--- src/rtl/adc_pkg.sv ---
/*
  Constants shared by the converter control logic: register offsets,
  control field layout, divider codes, event bits and state codes.
  Assumes an 8-bit register port with byte offsets.
*/
package adc_pkg;

  // register offsets
  localparam logic [7:0] RESULT_HI_ADDR = 8'hFA;
  localparam logic [7:0] RESULT_LO_ADDR = 8'hFB;
  localparam logic [7:0] CTRL_ADDR = 8'hFC;
  localparam logic [7:0] IRQ_STAT_ADDR = 8'h20;
  localparam logic [7:0] IRQ_EN_ADDR = 8'h21;
  localparam logic [7:0] IRQ_CLR_ADDR = 8'h22;

  // control register layout and reset value
  localparam logic [7:0] CTRL_RESET = 8'h00;
  localparam int SEL_MSB = 7;
  localparam int SEL_LSB = 4;
  localparam int EOC_BIT = 3;
  localparam int DIV_MSB = 2;
  localparam int DIV_LSB = 1;
  localparam int START_BIT = 0;
  localparam logic [3:0] SEL_LAST = 4'h8;
  localparam logic [3:0] SEL_RESET = 4'h0;

  // divider codes and tick masks
  localparam logic [1:0] DIV16 = 2'h0;
  localparam logic [1:0] DIV8 = 2'h1;
  localparam logic [1:0] DIV4 = 2'h2;
  localparam logic [1:0] DIV1 = 2'h3;
  localparam logic [1:0] DIV_RESET = 2'h0;
  localparam logic [3:0] MASK16 = 4'hF;
  localparam logic [3:0] MASK8 = 4'h7;
  localparam logic [3:0] MASK4 = 4'h3;
  localparam logic [3:0] MASK1 = 4'h0;

  // interrupt event bits
  localparam int NUM_EV = 2;
  localparam int EV_DONE = 0;
  localparam int EV_RESTART = 1;
  localparam logic [1:0] EV_RESET = 2'h0;

  // converter clock ticks per conversion
  localparam int CONV_TICKS_DEF = 12;

  typedef enum logic [1:0] {
    ST_IDLE = 2'b01,
    ST_RUN = 2'b10
  } conv_state_e;

endpackage : adc_pkg

--- src/rtl/adc_ctrl.sv ---
/*
  Converter control and status logic: control register, input select,
  converter clock divider, conversion sequencer, result bytes and a
  masked interrupt.
  Assumes a synchronous register port with read data one cycle later,
  oscillator tick enables synchronous to mclk, and a converter core that
  presents its sample on conv_data when the last tick is counted.
*/
`timescale 1ns/1ns
`default_nettype none

module adc_ctrl #(
  parameter int RES_W = 10,
  parameter int CONV_TICKS = adc_pkg::CONV_TICKS_DEF
) (
  // clock and reset
  input wire logic mclk,
  input wire logic rst,
  // register port
  input wire logic [7:0] reg_addr,
  input wire logic [7:0] reg_wdata,
  input wire logic reg_wr,
  input wire logic reg_rd,
  output logic [7:0] reg_rdata,
  // system clock sources
  input wire logic main_osc_tick,
  input wire logic sub_osc_tick,
  input wire logic sub_osc_sel,
  // analog multiplexer and converter core
  output logic [3:0] mux_sel,
  output logic mux_gnd,
  output logic conv_clk_en,
  output logic conv_busy,
  input wire logic [RES_W-1:0] conv_data,
  // interrupt
  output logic irq
);

  ////////////////////////////////////////////////////////////////////////
  // declarations

  logic [3:0] sel_q;
  logic [3:0] mux_sel_q;
  logic mux_gnd_q;
  logic [1:0] div_q;
  logic eoc_q;
  logic [3:0] div_cnt_q;
  logic [3:0] div_mask;
  logic fxx_tick;
  logic conv_tick;
  adc_pkg::conv_state_e state_q;
  logic [15:0] tick_cnt_q;
  logic last_tick;
  logic [RES_W-1:0] result_q;
  logic [15:0] res_wide;
  logic [adc_pkg::NUM_EV-1:0] stat_q;
  logic [adc_pkg::NUM_EV-1:0] en_q;
  logic [adc_pkg::NUM_EV-1:0] ev;
  logic [7:0] rdata_q;
  logic [7:0] ctrl_rd;
  logic wr_ctrl;
  logic start_req;
  logic finish;

  ////////////////////////////////////////////////////////////////////////
  // register decode

  // control write and start request
  assign wr_ctrl = reg_wr && (reg_addr == adc_pkg::CTRL_ADDR);
  assign start_req = wr_ctrl && reg_wdata[adc_pkg::START_BIT];

  // control register readback, start bit reads as zero
  assign ctrl_rd = {sel_q, eoc_q, div_q, 1'b0};

  // control fields, result and status bits keep their own flops
  always_ff @(posedge mclk or posedge rst) begin
    if (rst) begin
      sel_q <= adc_pkg::SEL_RESET;
      div_q <= adc_pkg::DIV_RESET;
    end else if (wr_ctrl) begin
      sel_q <= reg_wdata[adc_pkg::SEL_MSB:adc_pkg::SEL_LSB];
      div_q <= reg_wdata[adc_pkg::DIV_MSB:adc_pkg::DIV_LSB];
    end
  end

  ////////////////////////////////////////////////////////////////////////
  // input multiplexer

  // route inputs 0..8, ground for any other code
  always_ff @(posedge mclk or posedge rst) begin
    if (rst) begin
      mux_sel_q <= adc_pkg::SEL_RESET;
      mux_gnd_q <= 1'b0;
    end else if (wr_ctrl) begin
      if (reg_wdata[adc_pkg::SEL_MSB:adc_pkg::SEL_LSB] > adc_pkg::SEL_LAST) begin
        mux_sel_q <= adc_pkg::SEL_RESET;
        mux_gnd_q <= 1'b1;
      end else begin
        mux_sel_q <= reg_wdata[adc_pkg::SEL_MSB:adc_pkg::SEL_LSB];
        mux_gnd_q <= 1'b0;
      end
    end
  end

  assign mux_sel = mux_sel_q;
  assign mux_gnd = mux_gnd_q;

  ////////////////////////////////////////////////////////////////////////
  // converter clock divider

  // system clock tick from the selected oscillator
  assign fxx_tick = sub_osc_sel ? sub_osc_tick : main_osc_tick;

  // mask of low divider bits that must all be set for a tick
  always_comb begin
    unique case (div_q)
      adc_pkg::DIV16: div_mask = adc_pkg::MASK16;
      adc_pkg::DIV8: div_mask = adc_pkg::MASK8;
      adc_pkg::DIV4: div_mask = adc_pkg::MASK4;
      adc_pkg::DIV1: div_mask = adc_pkg::MASK1;
    endcase
  end

  // free-running prescaler counted in system clock ticks
  always_ff @(posedge mclk or posedge rst) begin
    if (rst) begin
      div_cnt_q <= 4'h0;
    end else if (fxx_tick) begin
      div_cnt_q <= div_cnt_q + 4'h1;
    end
  end

  assign conv_tick = fxx_tick && ((div_cnt_q & div_mask) == div_mask);
  assign conv_clk_en = conv_tick;

  ////////////////////////////////////////////////////////////////////////
  // conversion sequencer

  assign last_tick = (tick_cnt_q == 16'(CONV_TICKS - 1));
  assign finish = (state_q == adc_pkg::ST_RUN) && conv_tick && last_tick &&
    !start_req;

  // idle until started, count converter ticks, then finish
  always_ff @(posedge mclk or posedge rst) begin
    if (rst) begin
      state_q <= adc_pkg::ST_IDLE;
      tick_cnt_q <= 16'h0000;
    end else if (start_req) begin
      state_q <= adc_pkg::ST_RUN;
      tick_cnt_q <= 16'h0000;
    end else begin
      unique case (state_q)
        adc_pkg::ST_IDLE: begin
          tick_cnt_q <= 16'h0000;
        end
        adc_pkg::ST_RUN: begin
          if (finish) begin
            state_q <= adc_pkg::ST_IDLE;
          end else if (conv_tick) begin
            tick_cnt_q <= tick_cnt_q + 16'h0001;
          end
        end
        default: begin
          state_q <= adc_pkg::ST_IDLE;
        end
      endcase
    end
  end

  assign conv_busy = (state_q == adc_pkg::ST_RUN);

  // done flag clears on start, sets with the captured result
  always_ff @(posedge mclk or posedge rst) begin
    if (rst) begin
      eoc_q <= 1'b0;
    end else if (start_req) begin
      eoc_q <= 1'b0;
    end else if (finish) begin
      eoc_q <= 1'b1;
    end
  end

  // result is loaded only by the sequencer, never by a write
  always_ff @(posedge mclk or posedge rst) begin
    if (rst) begin
      result_q <= '0;
    end else if (finish) begin
      result_q <= conv_data;
    end
  end

  // result left-justified over the two bytes
  assign res_wide = 16'(result_q) << (16 - RES_W);

  ////////////////////////////////////////////////////////////////////////
  // interrupt status, enable and clear

  assign ev[adc_pkg::EV_DONE] = finish;
  assign ev[adc_pkg::EV_RESTART] = start_req && conv_busy;

  // sticky status: a new event wins over a clear in the same cycle
  always_ff @(posedge mclk or posedge rst) begin
    if (rst) begin
      stat_q <= adc_pkg::EV_RESET;
    end else if (reg_wr && (reg_addr == adc_pkg::IRQ_CLR_ADDR)) begin
      stat_q <= (stat_q & ~reg_wdata[adc_pkg::NUM_EV-1:0]) | ev;
    end else begin
      stat_q <= stat_q | ev;
    end
  end

  // interrupt enable
  always_ff @(posedge mclk or posedge rst) begin
    if (rst) begin
      en_q <= adc_pkg::EV_RESET;
    end else if (reg_wr && (reg_addr == adc_pkg::IRQ_EN_ADDR)) begin
      en_q <= reg_wdata[adc_pkg::NUM_EV-1:0];
    end
  end

  assign irq = |(stat_q & en_q);

  ////////////////////////////////////////////////////////////////////////
  // read data, valid only in the cycle after the read strobe

  always_ff @(posedge mclk or posedge rst) begin
    if (rst) begin
      rdata_q <= 8'h00;
    end else if (reg_rd) begin
      unique case (reg_addr)
        adc_pkg::RESULT_HI_ADDR: rdata_q <= res_wide[15:8];
        adc_pkg::RESULT_LO_ADDR: rdata_q <= res_wide[7:0];
        adc_pkg::CTRL_ADDR: rdata_q <= ctrl_rd;
        adc_pkg::IRQ_STAT_ADDR: rdata_q <= 8'(stat_q);
        adc_pkg::IRQ_EN_ADDR: rdata_q <= 8'(en_q);
        default: rdata_q <= 8'h00;
      endcase
    end else begin
      rdata_q <= 8'h00;
    end
  end

  assign reg_rdata = rdata_q;

  logic [4:0] div_ratio;
  logic [4:0] gap_q;
  logic gap_ok_q;
  logic seen_q;

  // expected division ratio of the current setting
  always_comb begin
    unique case (div_q)
      adc_pkg::DIV16: div_ratio = 5'h10;
      adc_pkg::DIV8: div_ratio = 5'h08;
      adc_pkg::DIV4: div_ratio = 5'h04;
      adc_pkg::DIV1: div_ratio = 5'h01;
    endcase
  end

  // system ticks since the last converter tick under a stable setting
  always_ff @(posedge mclk or posedge rst) begin
    if (rst) begin
      gap_q <= 5'h00;
      gap_ok_q <= 1'b0;
    end else if (wr_ctrl) begin
      gap_q <= 5'h00;
      gap_ok_q <= 1'b0;
    end else if (conv_tick) begin
      gap_q <= 5'h00;
      gap_ok_q <= 1'b1;
    end else if (fxx_tick) begin
      gap_q <= gap_q + 5'h01;
    end
  end

  // first cycle after reset release
  always_ff @(posedge mclk or posedge rst) begin
    if (rst) begin
      seen_q <= 1'b0;
    end else begin
      seen_q <= 1'b1;
    end
  end
endmodule : adc_ctrl

`default_nettype wire

--- config.mk ---
export PLATFORM = sky130hd
export DESIGN_NAME = adc_ctrl
export DESIGN_NICKNAME = d
export VERILOG_FILES = /design/src/rtl/adc_pkg.sv /design/src/rtl/adc_ctrl.sv
export SDC_FILE = /design/constraint.sdc
export NUM_CORES = 1
export LEC_CHECK = 0
export BUFFER_PORTS_ARGS = -buffer_cell sky130_fd_sc_hd__clkbuf_2
export CAP_MARGIN = 20
export CORE_MARGIN = 2
export CORE_UTILIZATION = 30
export DETAILED_ROUTE_END_ITERATION = 10
export MAX_ROUTING_LAYER = met4
export SETUP_SLACK_MARGIN = 0.1
export SLEW_MARGIN = 25
export SYNTH_ARGS = -nofsm -noshare
export SYNTH_HDL_FRONTEND = slang
export SYNTH_SLANG_ARGS = --single-unit
--- constraint.sdc ---
create_clock -name mclk -period 2 [get_ports mclk]
set_clock_uncertainty 0.15 [all_clocks]
set_input_delay 0.4 -clock mclk [delete_from_list [all_inputs] [get_ports mclk]]
set_output_delay 0.4 -clock mclk [all_outputs]
set_load 0.02 [all_outputs]
# After elaboration in Yosys (flattened, before gate mapping)
# Cells that the tools add are included.
# word_totals
reg_bits,56
output_inout_bits,16
elab_cells,70
# op_classes
n_addsub,2
magnitude_cmp,1
n_eq_ne,17
muxes,16
bitwise,6
n_reduce_logical,16
# op_table
cell,count
$mux 16,3
$pmux 8 s5,1
$pmux 16 s2,1
$eq 8x6->1 const B,3
$eq 8x8->1 const B,3
$add 16x1->16 const B,1
$eq 16x4->1 const B,1
$pmux 4 s4,1
$logic_and 1x1->1,9
$mux 8,1
$eq 2x2->1 const B,3
$mux 2,3
$ne 3x1->1 const B,2
$add 4x1->4 const B,1
$and 2x2->2,2
$and 4x4->4,1
$eq 2x1->1 const B,2
$eq 4x4->1,1
$gt 4x4->1 const B,1
$mux 1,4
$mux 4,1
$or 2x2->2,2
$pmux 2 s2,1
$ne 3x3->1 const B,1
9 further kinds,9

# Longest topological paths before layout
# Gate-level depths: netlist of run 1.
# logic_depth
depth_word,11
depth_mapped,8
ltp_nobuf,6

# Worst setup path before layout of run 1
# No wires, ideal clock.
# synth_path
path_kind,flip-flop to flip-flop
from,register state_q[0]
to,register tick_cnt_q[4]
setup_ns,0.078
arrival_time_ns,1.951
path_slack_ns,-0.178
path_stages_with_launch,8
period_less_slack_ns,2.178
path_cell_list,dfstp_2 -> nor2b_1 -> o31ai_2 -> nor3_1 -> buf_2 -> buf_2 -> o31ai_1 -> a21oi_1
# synth_via
elab_chain_len,6
word_cells_on_any_way,11
cone_classes,eq/ne (4); mux (2); reduce/logical (5)
# synth_rtl
item,line,rtl
from (decl),adc_ctrl.sv:51,adc_pkg::conv_state_e state_q;
from (signal assigned),adc_ctrl.sv:146,state_q <= adc_pkg::ST_IDLE;
from (signal assigned),adc_ctrl.sv:149,state_q <= adc_pkg::ST_RUN;
from (signal assigned),adc_ctrl.sv:158,state_q <= adc_pkg::ST_IDLE;
$eq 2x2->1 (*),--,
via conv_busy,adc_ctrl.sv:33,"output logic conv_busy,"
$logic_and 1x1->1 (3 in a row),adc_ctrl.sv:140,assign finish = (state_q == adc_pkg::ST_RUN) && conv_tick && last_tick &&
$ne 3x3->1 (no source line),--,
$reduce_and 3->1 (no source line),--,
to (signal assigned),adc_ctrl.sv:160,tick_cnt_q <= tick_cnt_q + 16'h0001;
to (decl),adc_ctrl.sv:52,logic [15:0] tick_cnt_q;
# Mark *: on every way through the listed nets, which the timed path passes. The rest lies on a longest branch.
# A chain may end at the register's enable or synchronous reset.

# Final worst setup path of run 1
# layout_path
from,register div_cnt_q[3]
to,register tick_cnt_q[4]
# layout_via
elab_chain_len,8
word_cells_on_any_way,9
cone_classes,eq/ne (3); bitwise (1); reduce/logical (5)
# layout_rtl
item,line,rtl
from (decl),adc_ctrl.sv:47,logic [3:0] div_cnt_q;
from (signal assigned),adc_ctrl.sv:129,div_cnt_q <= div_cnt_q + 4'h1;
$and 4x4->4 (*),adc_ctrl.sv:133,assign conv_tick = fxx_tick && ((div_cnt_q & div_mask) == div_mask);
$eq 4x4->1 (*),adc_ctrl.sv:133,
$logic_and 1x1->1 (*),adc_ctrl.sv:133,
$logic_and 1x1->1 (3 in a row),adc_ctrl.sv:140,
$ne 3x3->1 (no source line),--,
$reduce_and 3->1 (no source line) (*),--,
# Every way passes the cells marked *; elsewhere a longest branch is shown, timed or not.

==> results of run 1 <==
[through the flow]
stage	area (um2)	TNS [ns]	hold WS [ns]	cells
6_report	4090	-0.299	0.144	484
5_1_grt	4090	-2.25	0.133	484
4_1_cts	3830	-0.836	0.128	477
3_5_place_dp	3540	-7.72	0.266	461
3_3_place_gp	3540	-7.36	0.271	461
2_1_floorplan	2800	-1.13	0.290	262
[Yosys cell counts (2+ instances only)]
master / instances
a22o_1: 2
nor4_1: 8
or4_1: 11
buf_2: 5
nand2_1: 43
nand3_1: 11
and3_1: 3
nor2_1: 10
mux2_2: 13
clkbuf_1: 2
buf_6: 2
nand4_1: 3
mux2_1: 5
ha_1: 2
nor3_1: 8
o21ai_0: 6
dfrtp_1: 55
mux2i_1: 6
a22oi_1: 7
inv_1: 7
nor2b_1: 4
xnor2_1: 2
a21oi_1: 10
o21a_1: 2
nand2b_1: 7
o31ai_1: 11
a21o_1: 2
[kinds of logic after synthesis]
logic type	Yosys count	synth area share, %
flops	56	51.0
xor+xnor	3	0.956
buf+inv	16	2.96
compound gates	46	12.4
simple gates	115	22.2
fa+ha+maj	2	0.910
mux	24	9.56
[power by group through the flow]
stage | Sequential [mW] | Combinational (mW) | Clock [mW]
2_1_floorplan | 1.25 | 0.127 | 0
3_3_place_gp | 1.24 | 0.273 | 0
3_5_place_dp | 1.24 | 0.282 | 0
4_1_cts | 1.22 | 0.308 | 0.686
5_1_grt | 1.22 | 0.384 | 0.732
6_report | 1.22 | 0.343 | 0.662
[critical path: stages, from the launching register on]
cell and delay, ns:
dfrtp_1 0.40, o2111a_1 0.25, o211ai_1 0.20, buf_4 0.17
nor3_4 0.06, buf_6 0.16, or4_4 0.49, a21oi_2 0.15
[flip-flops by register name, indices dropped and copies added (netlist names), 4 cells and up]
| name | flops |
|---|---|
| tick_cnt_q | 16 |
| result_q | 10 |
| div_cnt_q | 4 |
| mux_sel | 4 |
| sel_q | 4 |
| reg_rdata | 8 |
[timing repair]
action                                 in CTS  in global routing
setup endpoints to repair                  28                 43
buffers inserted                            5                  5
pin swaps                                  22                 27
hold buffers                                1                  0
endpoints found under the hold margin      15                  0
resized for setup                          33                 35
gates cloned                                2                  3
[cells in the final DEF (no fill, tap or decap), drive strengths merged, types with 2 or more instances in the layout]
| cell | netlist | final |
|---|---|---|
| a22oi | 7 | 7 |
| dfrtp | 55 | 55 |
| ha | 2 | 2 |
| mux2 | 18 | 18 |
| o31ai | 13 | 13 |
| or4 | 11 | 11 |
| and3 | 3 | 3 |
| nand2b | 7 | 7 |
| clkbuf | 2 | 54 |
| a22o | 2 | 2 |
| a21o | 2 | 2 |
| nor3 | 8 | 8 |
| buf | 7 | 66 |
| mux2i | 6 | 6 |
| nand3 | 11 | 11 |
| xnor2 | 2 | 2 |
| nor4 | 8 | 8 |
| o21ai | 6 | 6 |
| inv | 7 | 7 |
| nor2 | 10 | 10 |
| nand2 | 43 | 43 |
| nand4 | 4 | 4 |
| o21a | 2 | 2 |
| a21oi | 11 | 11 |
| nor2b | 4 | 4 |
[metal layers]
layer / vias to the layer above / wire length [um] / share of wire [%] / track usage [%]
met5: - / 0 / 0 / -
met4: 0 / 108 / 1.5 / 4.11
met3: 8 / 306 / 4.2 / 3.02
met2: 54 / 3650 / 50 / 23.9
met1: 1207 / 3170 / 44 / 18.0
li1: 1190 / - / - / -
[worst paths after layout]
check,from,end
worst max-delay path,div_cnt_q[3],tick_cnt_q[4]
worst min-delay path,conv_data[9],result_q[9]
worst max register to register,div_cnt_q[3],tick_cnt_q[4]
worst min register to register,sel_q[3],sel_q[3]
max in group asynchronous,rst,reg_rdata[1]
min in group asynchronous,rst,reg_rdata[5]
[area by class of cell]
| type | count | share of cell area [%] |
|---|---|---|
| well taps | 108 | 3.31 |
| flip-flops and latches | 56 | 34.3 |
| multi-input cells | 190 | 37.6 |
| inverters | 7 | 0.735 |
| repair buffers | 115 | 21.7 |
| clock inverters | 2 | 0.337 |
| clock buffers | 6 | 2.02 |
==> reports/metrics.cfg, run 1 <==
[clock_network]
cts_tree = built
clk_pin_slew_worst_paths_ns = 0.10
root_buffer = clkbuf_8
cts_sinks = 56
worst_skew_pair.late_latency_ns = 0.31
htreeDepth = 2
clk_path_buf_depth = 2
cts_buffers = 5

[global_route]
grt_pass1_vias = 2385
grt_use_total_pct = 14.5
grt_max_degree = 30
grt_antenna_before_repair = 0
grt_overflow_total = 0
grt_pass1_wl_um = 11300

[power_and_ir_drop]
switching_share_pct = 25.4
p_sw_uw = 565
power_frac_comb_pct = 15.4
irDropWorstVdd_uv = 379
p_leak_nw = 1.89
power.internal_mw = 1.66
seq_power_share_pct = 54.8
design_power_total_mw = 2.22
powerDensity_nw_per_um2 = 544
clockPowerShare_pct = 29.8

[detailed_routing]
dr.pass1.iters = 4
ant_nets = 0
drt-initial-drc-count = 77
wirelength_um = 7240
drc = 0
vias = 2459
routedWlPerCell_um = 14.9
viasPerCell = 5.08

[die]
io_pins = 49
coreArea_um2 = 8810
fp.dieW_um = 99.7
die-height_um = 99.7
start_util_pct = 31.2
rows = 34
dieArea_um2 = 9950

[timing]
fmax_mhz = 481
rsz0062_at_grt = true
finalSetupViolCount = 11
setup_ws_ns = -0.0792
report.final.slew_viol_count = 0
post-route-min-period_ns = 2.08
worst_slew_pin_slew_ns = 0.583
relSlewSlack_pct = 60.9
finalHoldViolations = 0
min_period_over_period_pct = 104

[worst_setup_path]
r2r_cells = 7
setup.worst_path.end_class = flop
critical_path_required_ns = 2.10
path_max_fanout = 6
cp-start-kind = flop
r2r_slack_ns = -0.08
arrival_ns = 2.18
worstSetupPathType = reg -> reg

[flow_run]
maxCapViolCount = 0

[yosys]
ys.warnings.count = 0
synth_edf_count = 0
avgSynthCellArea_um2 = 10.5
syn_nets = 297
synth_top_area_share_pct = 50.1
syn_inst = 262
synth.area.top_cells = dfrtp_1 (50%), nand2_1 (5.9%), mux2_2 (5.3%)
syn_area_um2 = 2750
synth.largest_area_cell = dfrtp_1
synth_ff_type = dfrtp_1
ys_types = 42
async_flop_share_pct = 100
ys_seq_area_share_pct = 51.0
synth_seq_cells = 56

[layout]
drive_above_1_share_pct = 50.0
fin_nets = 410
multiInputGateArea_um2 = 1540
area_delta_synth_final_pct = 48.6
final-seq-area_um2 = 1400
fillers = 819
fin_util_pct = 46.4
n_antenna_cell = 0

[place]
portBuffers = 47
hpwl_um = 4910
dp_slack_ns = -0.237
finalWeightedCongestion = 0.755

[worst_hold_path]
min_path_cells = 3
hold_class = in -> reg

[outcome]
status = complete, but fails checks
violations = negative setup slack

Power figures use the tool's default switching activity.
==> run 2, diff against run 1 <==
--- a/config.mk
+++ b/config.mk
@@ -5,11 +5,11 @@
 export SDC_FILE = /design/constraint.sdc
 export NUM_CORES = 1
 export LEC_CHECK = 0
-export BUFFER_PORTS_ARGS = -buffer_cell sky130_fd_sc_hd__clkbuf_2
 export CAP_MARGIN = 20
 export CORE_MARGIN = 2
 export CORE_UTILIZATION = 30
 export DETAILED_ROUTE_END_ITERATION = 10
+export DONT_BUFFER_PORTS = 1
 export MAX_ROUTING_LAYER = met4
 export SETUP_SLACK_MARGIN = 0.1
 export SLEW_MARGIN = 25
==> reports/metrics.cfg, run 2 (synthesized netlist as in run 1, its figures left out) <==
[global_route]
grt_pass1_vias = 2304
grt_overflow_total = 0
grt_max_degree = 48
grt_antenna_before_repair = 0
grt_pass1_wl_um = 11100
grt_use_total_pct = 14.4

[worst_hold_path]
hold_class = in -> reg

[timing]
finalHoldViolations = 0
relSlewSlack_pct = 45.7
min_period_over_period_pct = 105
fmax_mhz = 477
finalSetupViolCount = 16
report.final.slew_viol_count = 0
setup_ws_ns = -0.0977
worst_slew_pin_slew_ns = 0.807
rsz0062_at_grt = true
post-route-min-period_ns = 2.10
whs_ns = 0.0264

[worst_setup_path]
cp-start-kind = flop
arrival_ns = 2.20
path_cells = ha_2 -> and3b_1 -> nand4_1 -> buf_4 -> nor3_4 -> buf_2 -> or4_1 -> a21oi_2
path_max_fanout = 4
critical_path_required_ns = 2.10
critPathTopFamily = simple AND/OR/NAND/NOR gates
crit_slowest_cell = or4_1
max_stage_delay_ns = 0.52
path_buf_inv = 2
setup.worst_path.end_class = flop
worstSetupPathType = reg -> reg

[clock_network]
cts_sinks = 56
worst_skew_pair.late_latency_ns = 0.32
htreeDepth = 2
cts_tree = built
cts_buffers = 5
root_buffer = clkbuf_8
clk_pin_slew_worst_paths_ns = 0.11
clk_path_buf_depth = 2

[die]
io_pins = 49
coreArea_um2 = 8810
die-height_um = 99.7
dieArea_um2 = 9950
start_util_pct = 31.2
fp.dieW_um = 99.7
rows = 34

[layout]
fin_cells = 425
area_delta_synth_final_pct = 29.9
drive_above_1_share_pct = 35.0
layout_common_cells = dfrtp_1 (55), buf_4 (44), nand2_1 (37)
largest-register = tick_cnt_q
largest_reg_flops = 16
layout_commonest_cell = dfrtp_1
fin_nets = 351
design_area_um2 = 3570
n_antenna_cell = 0

[place]
portBuffers = 0
place_inst = 410
placed_area_um2 = 3260
hpwl_um = 4840
finalWeightedCongestion = 0.792

[detailed_routing]
wirelength_um = 6640
viasPerCell = 5.13
drc = 0
dr.pass1.iters = 4
routedWlPerCell_um = 15.6
vias = 2181
ant_nets = 0
drt-initial-drc-count = 81

[power_and_ir_drop]
irDropWorstVdd_uv = 570
p_leak_nw = 1.60
powerDensity_nw_per_um2 = 602

[flow_run]
maxCapViolCount = 0

[outcome]
status = complete, but fails checks
violations = negative setup slack

-- run 2: changes by cell type in the layout (fill, tap and decap cells not counted), sizes merged --
| cell | delta |
|---|---|
| clkbuf | -49 |
| buf | -11 |
| clkinv | -1 |
| inv | +2 |
-- run 2: what timing repair did --
action,in CTS,in global routing
hold endpoints to repair,9,0
gates cloned,1,0
pin swaps,15,7
setup endpoints to repair,30,31
gates resized for setup,24,12
setup buffers,4,1
hold buffers,1,0
-- run 2: final timing paths --
path | cells past startpoint | from | to | slack, ns
max reg2reg | 8 | tick_cnt_q[0] | tick_cnt_q[11] | -0.1
min in group asynchronous | 2 | rst | tick_cnt_q[6] | 0.35
max in group asynchronous | 3 | rst | state_q[0] | 0.79
max | 8 | tick_cnt_q[0] | tick_cnt_q[11] | -0.1
min reg2reg | 2 | result_q[0] | result_q[0] | 0.34
min | 2 | conv_data[9] | result_q[9] | 0.03
-- run 2: final cells by class --
class	count	area, um2
clock buffer	5	68.8
clock inverter	3	28.8
fill	840	5240
inverter	7	30.0
multi-input combinational	190	1420
sequential	56	1400
tap	108	135
timing repair buffer	56	484
-- run 2: power by group --
| group | total [mW] | internal, mW | switching, mW |
|---|---|---|---|
| logic | 0.243 | 0.133 | 0.110 |
| clock network | 0.680 | 0.266 | 0.414 |
| registers | 1.22 | 1.18 | 0.0396 |
| total | 2.15 | 1.58 | 0.564 |
-- run 2: worst register-to-register path, cell delays in order (launching register included) --
cell,delay (ns)
dfrtp_1,0.40
ha_2,0.20
and3b_1,0.16
nand4_1,0.13
buf_4,0.15
nor3_4,0.05
buf_2,0.16
or4_1,0.52
a21oi_2,0.13
-- run 2: metal layers --
metal	share of wire (%)	GRT usage, %	up-vias
met4	0.29	2.85	0
met3	3.7	3.23	2
met5	0	-	-
li1	-	-	1065
met2	51	23.8	38
met1	45	18.2	1076
-- run 2: through the flow --
stage	setup TNS, ns	setup slack (ns)	utilization (%)	power, mW
6_report	-0.588	-0.0977	40.5	2.15
3_3_place_gp	-2.56	-0.163	37.0	1.47
5_1_grt	-3.10	-0.168	40.5	2.25
4_1_cts	-1.69	-0.121	39.8	2.18
2_1_floorplan	-1.13	-0.0997	-	1.38
3_5_place_dp	-2.70	-0.184	37.0	1.49
==> run 3, diff against run 2 <==
--- a/config.mk
+++ b/config.mk
@@ -11,6 +11,7 @@
 export DETAILED_ROUTE_END_ITERATION = 10
 export DONT_BUFFER_PORTS = 1
 export MAX_ROUTING_LAYER = met4
+export PLACE_DENSITY = 0.55
 export SETUP_SLACK_MARGIN = 0.1
 export SLEW_MARGIN = 25
 export SYNTH_ARGS = -nofsm -noshare
==> reports/metrics.cfg, run 3 (synthesized netlist as in run 1, its figures left out) <==
[clock_network]
clk_path_buf_depth = 2
root_buffer = clkbuf_8
clk_pin_slew_worst_paths_ns = 0.10
cts_buffers = 5
htreeDepth = 2
cts_tree = built
worst_skew_pair.late_latency_ns = 0.31
cts_sinks = 56

[die]
rows = 34
die-height_um = 99.7
start_util_pct = 31.2
coreArea_um2 = 8810
fp.dieW_um = 99.7
dieArea_um2 = 9950
io_pins = 49

[detailed_routing]
vias = 2210
drc = 0
routedWlPerCell_um = 15.8
dr.pass1.iters = 6
viasPerCell = 5.18
drt-initial-drc-count = 54
wirelength_um = 6750
ant_nets = 0

[layout]
design_area_um2 = 3670
fin_nets = 353
n_antenna_cell = 0
layout_common_cells = dfrtp_1 (55), buf_4 (40), nand2_1 (39)
largest_reg_flops = 16
largest-register = tick_cnt_q
fin_cells = 427
area_delta_synth_final_pct = 33.6
drive_above_1_share_pct = 36.1
layout_commonest_cell = dfrtp_1

[place]
hpwl_um = 4590
finalWeightedCongestion = 0.773
portBuffers = 0
place_inst = 408
placed_area_um2 = 3270

[power_and_ir_drop]
powerDensity_nw_per_um2 = 605
irDropWorstVdd_uv = 366
p_leak_nw = 1.63

[worst_setup_path]
critical_path_required_ns = 2.09
reg2reg_to = tick_cnt_q[4]
path_buf_inv = 2
r2r_slack_ns = -0.11
max_stage_delay_ns = 0.51
worstSetupPathType = reg -> reg
setup.worst_path.end_class = flop
r2r_start = div_cnt_q[3]
arrival_ns = 2.20
critPathTopFamily = compound AO/OA/AOI/OAI gates
crit_slowest_cell = or4_4
r2r_cells = 7
path_cells = o2111a_1 -> o211ai_1 -> buf_4 -> nor3_4 -> buf_12 -> or4_4 -> a21oi_2
path_max_fanout = 13
cp-start-kind = flop

[outcome]
violations = negative setup slack
status = complete, but fails checks

[timing]
fmax_mhz = 474
report.final.slew_viol_count = 0
finalSetupViolCount = 24
post-route-min-period_ns = 2.11
finalHoldViolations = 0
min_period_over_period_pct = 106
setup_ws_ns = -0.112
rsz0062_at_grt = true
relSlewSlack_pct = 42.1
worst_slew_pin_slew_ns = 0.861

[flow_run]
maxCapViolCount = 0

[worst_hold_path]
min_to = result_q[1]
worstHoldStart = conv_data[1]
min_path_cells = 2
hold_class = in -> reg

[global_route]
grt_overflow_total = 0
grt_pass1_wl_um = 11000
grt_antenna_before_repair = 0
grt_max_degree = 57
grt_use_total_pct = 14.3
grt_pass1_vias = 2191

## run 3: changes by cell type in the layout (fill, tap and decap cells not counted), sizes merged
cell,previous run,this run
bufinv,0,1
inv,9,7
clkbuf,5,7
buf,55,56
## run 3: worst max path at each step
stage,startpoint,end,cells past startpoint,slack (ns)
2_1_floorplan,reg_addr[0],tick_cnt_q[2],7,-0.1
6_report,div_cnt_q[3],tick_cnt_q[4],7,-0.11
5_1_grt,div_cnt_q[3],tick_cnt_q[0],8,-0.23
3_5_place_dp,div_cnt_q[3],tick_cnt_q[12],6,-0.14
3_3_place_gp,tick_cnt_q[11],tick_cnt_q[1],8,-0.13
4_1_cts,tick_cnt_q[13],tick_cnt_q[1],9,-0.12
## run 3: power by group
part           internal (mW)  switching, mW  total, mW
combinational          0.125          0.104      0.229
clock                  0.379          0.388      0.767
sequential              1.18         0.0405       1.22
total                   1.69          0.533       2.22
## run 3: metrics by stage
stage	TNS [ns]	util (%)	hold WS [ns]	total power, mW	setup slack (ns)
floorplan	-1.13	-	0.290	1.38	-0.0997
global placement	-1.84	37.1	0.227	1.46	-0.127
detailed placement	-2.04	37.1	0.228	1.47	-0.142
CTS	-1.70	40.0	0.0337	2.24	-0.120
global route	-4.37	41.7	0.0439	2.34	-0.228
finish	-1.53	41.7	0.0422	2.22	-0.112
## run 3: worst register-to-register path, stage by stage, from the launching register on
cell and delay, ns:
dfrtp_1 0.40, o2111a_1 0.25, o211ai_1 0.22, buf_4 0.18, nor3_4 0.05, buf_12 0.16
or4_4 0.52, a21oi_2 0.13
## run 3: area by class of cell
type	count	area, um2
inverters	7	30.0
multi-input cells	190	1420
repair buffers	58	571
clock buffers	6	72.6
well taps	108	135
fillers	822	5130
flip-flops and latches	56	1400
clock inverters	2	38.8
## run 3: per-layer routing
metal	global-route usage (%)	routed length [um]	up-vias
li1	-	-	1066
met1	18.3	2910	1068
met2	22.1	3320	67
met3	4.08	421	9
met4	4.11	95	0
met5	-	0	-
## run 3: repair_timing
action / CTS / global route
pin swaps: 8 / 10
setup endpoints to repair: 28 / 29
resized for setup: 16 / 25
hold buffers: 1 / 0
endpoints found under the hold margin: 55 / 0
cloned: 1 / 1
setup buffers: 5 / 3
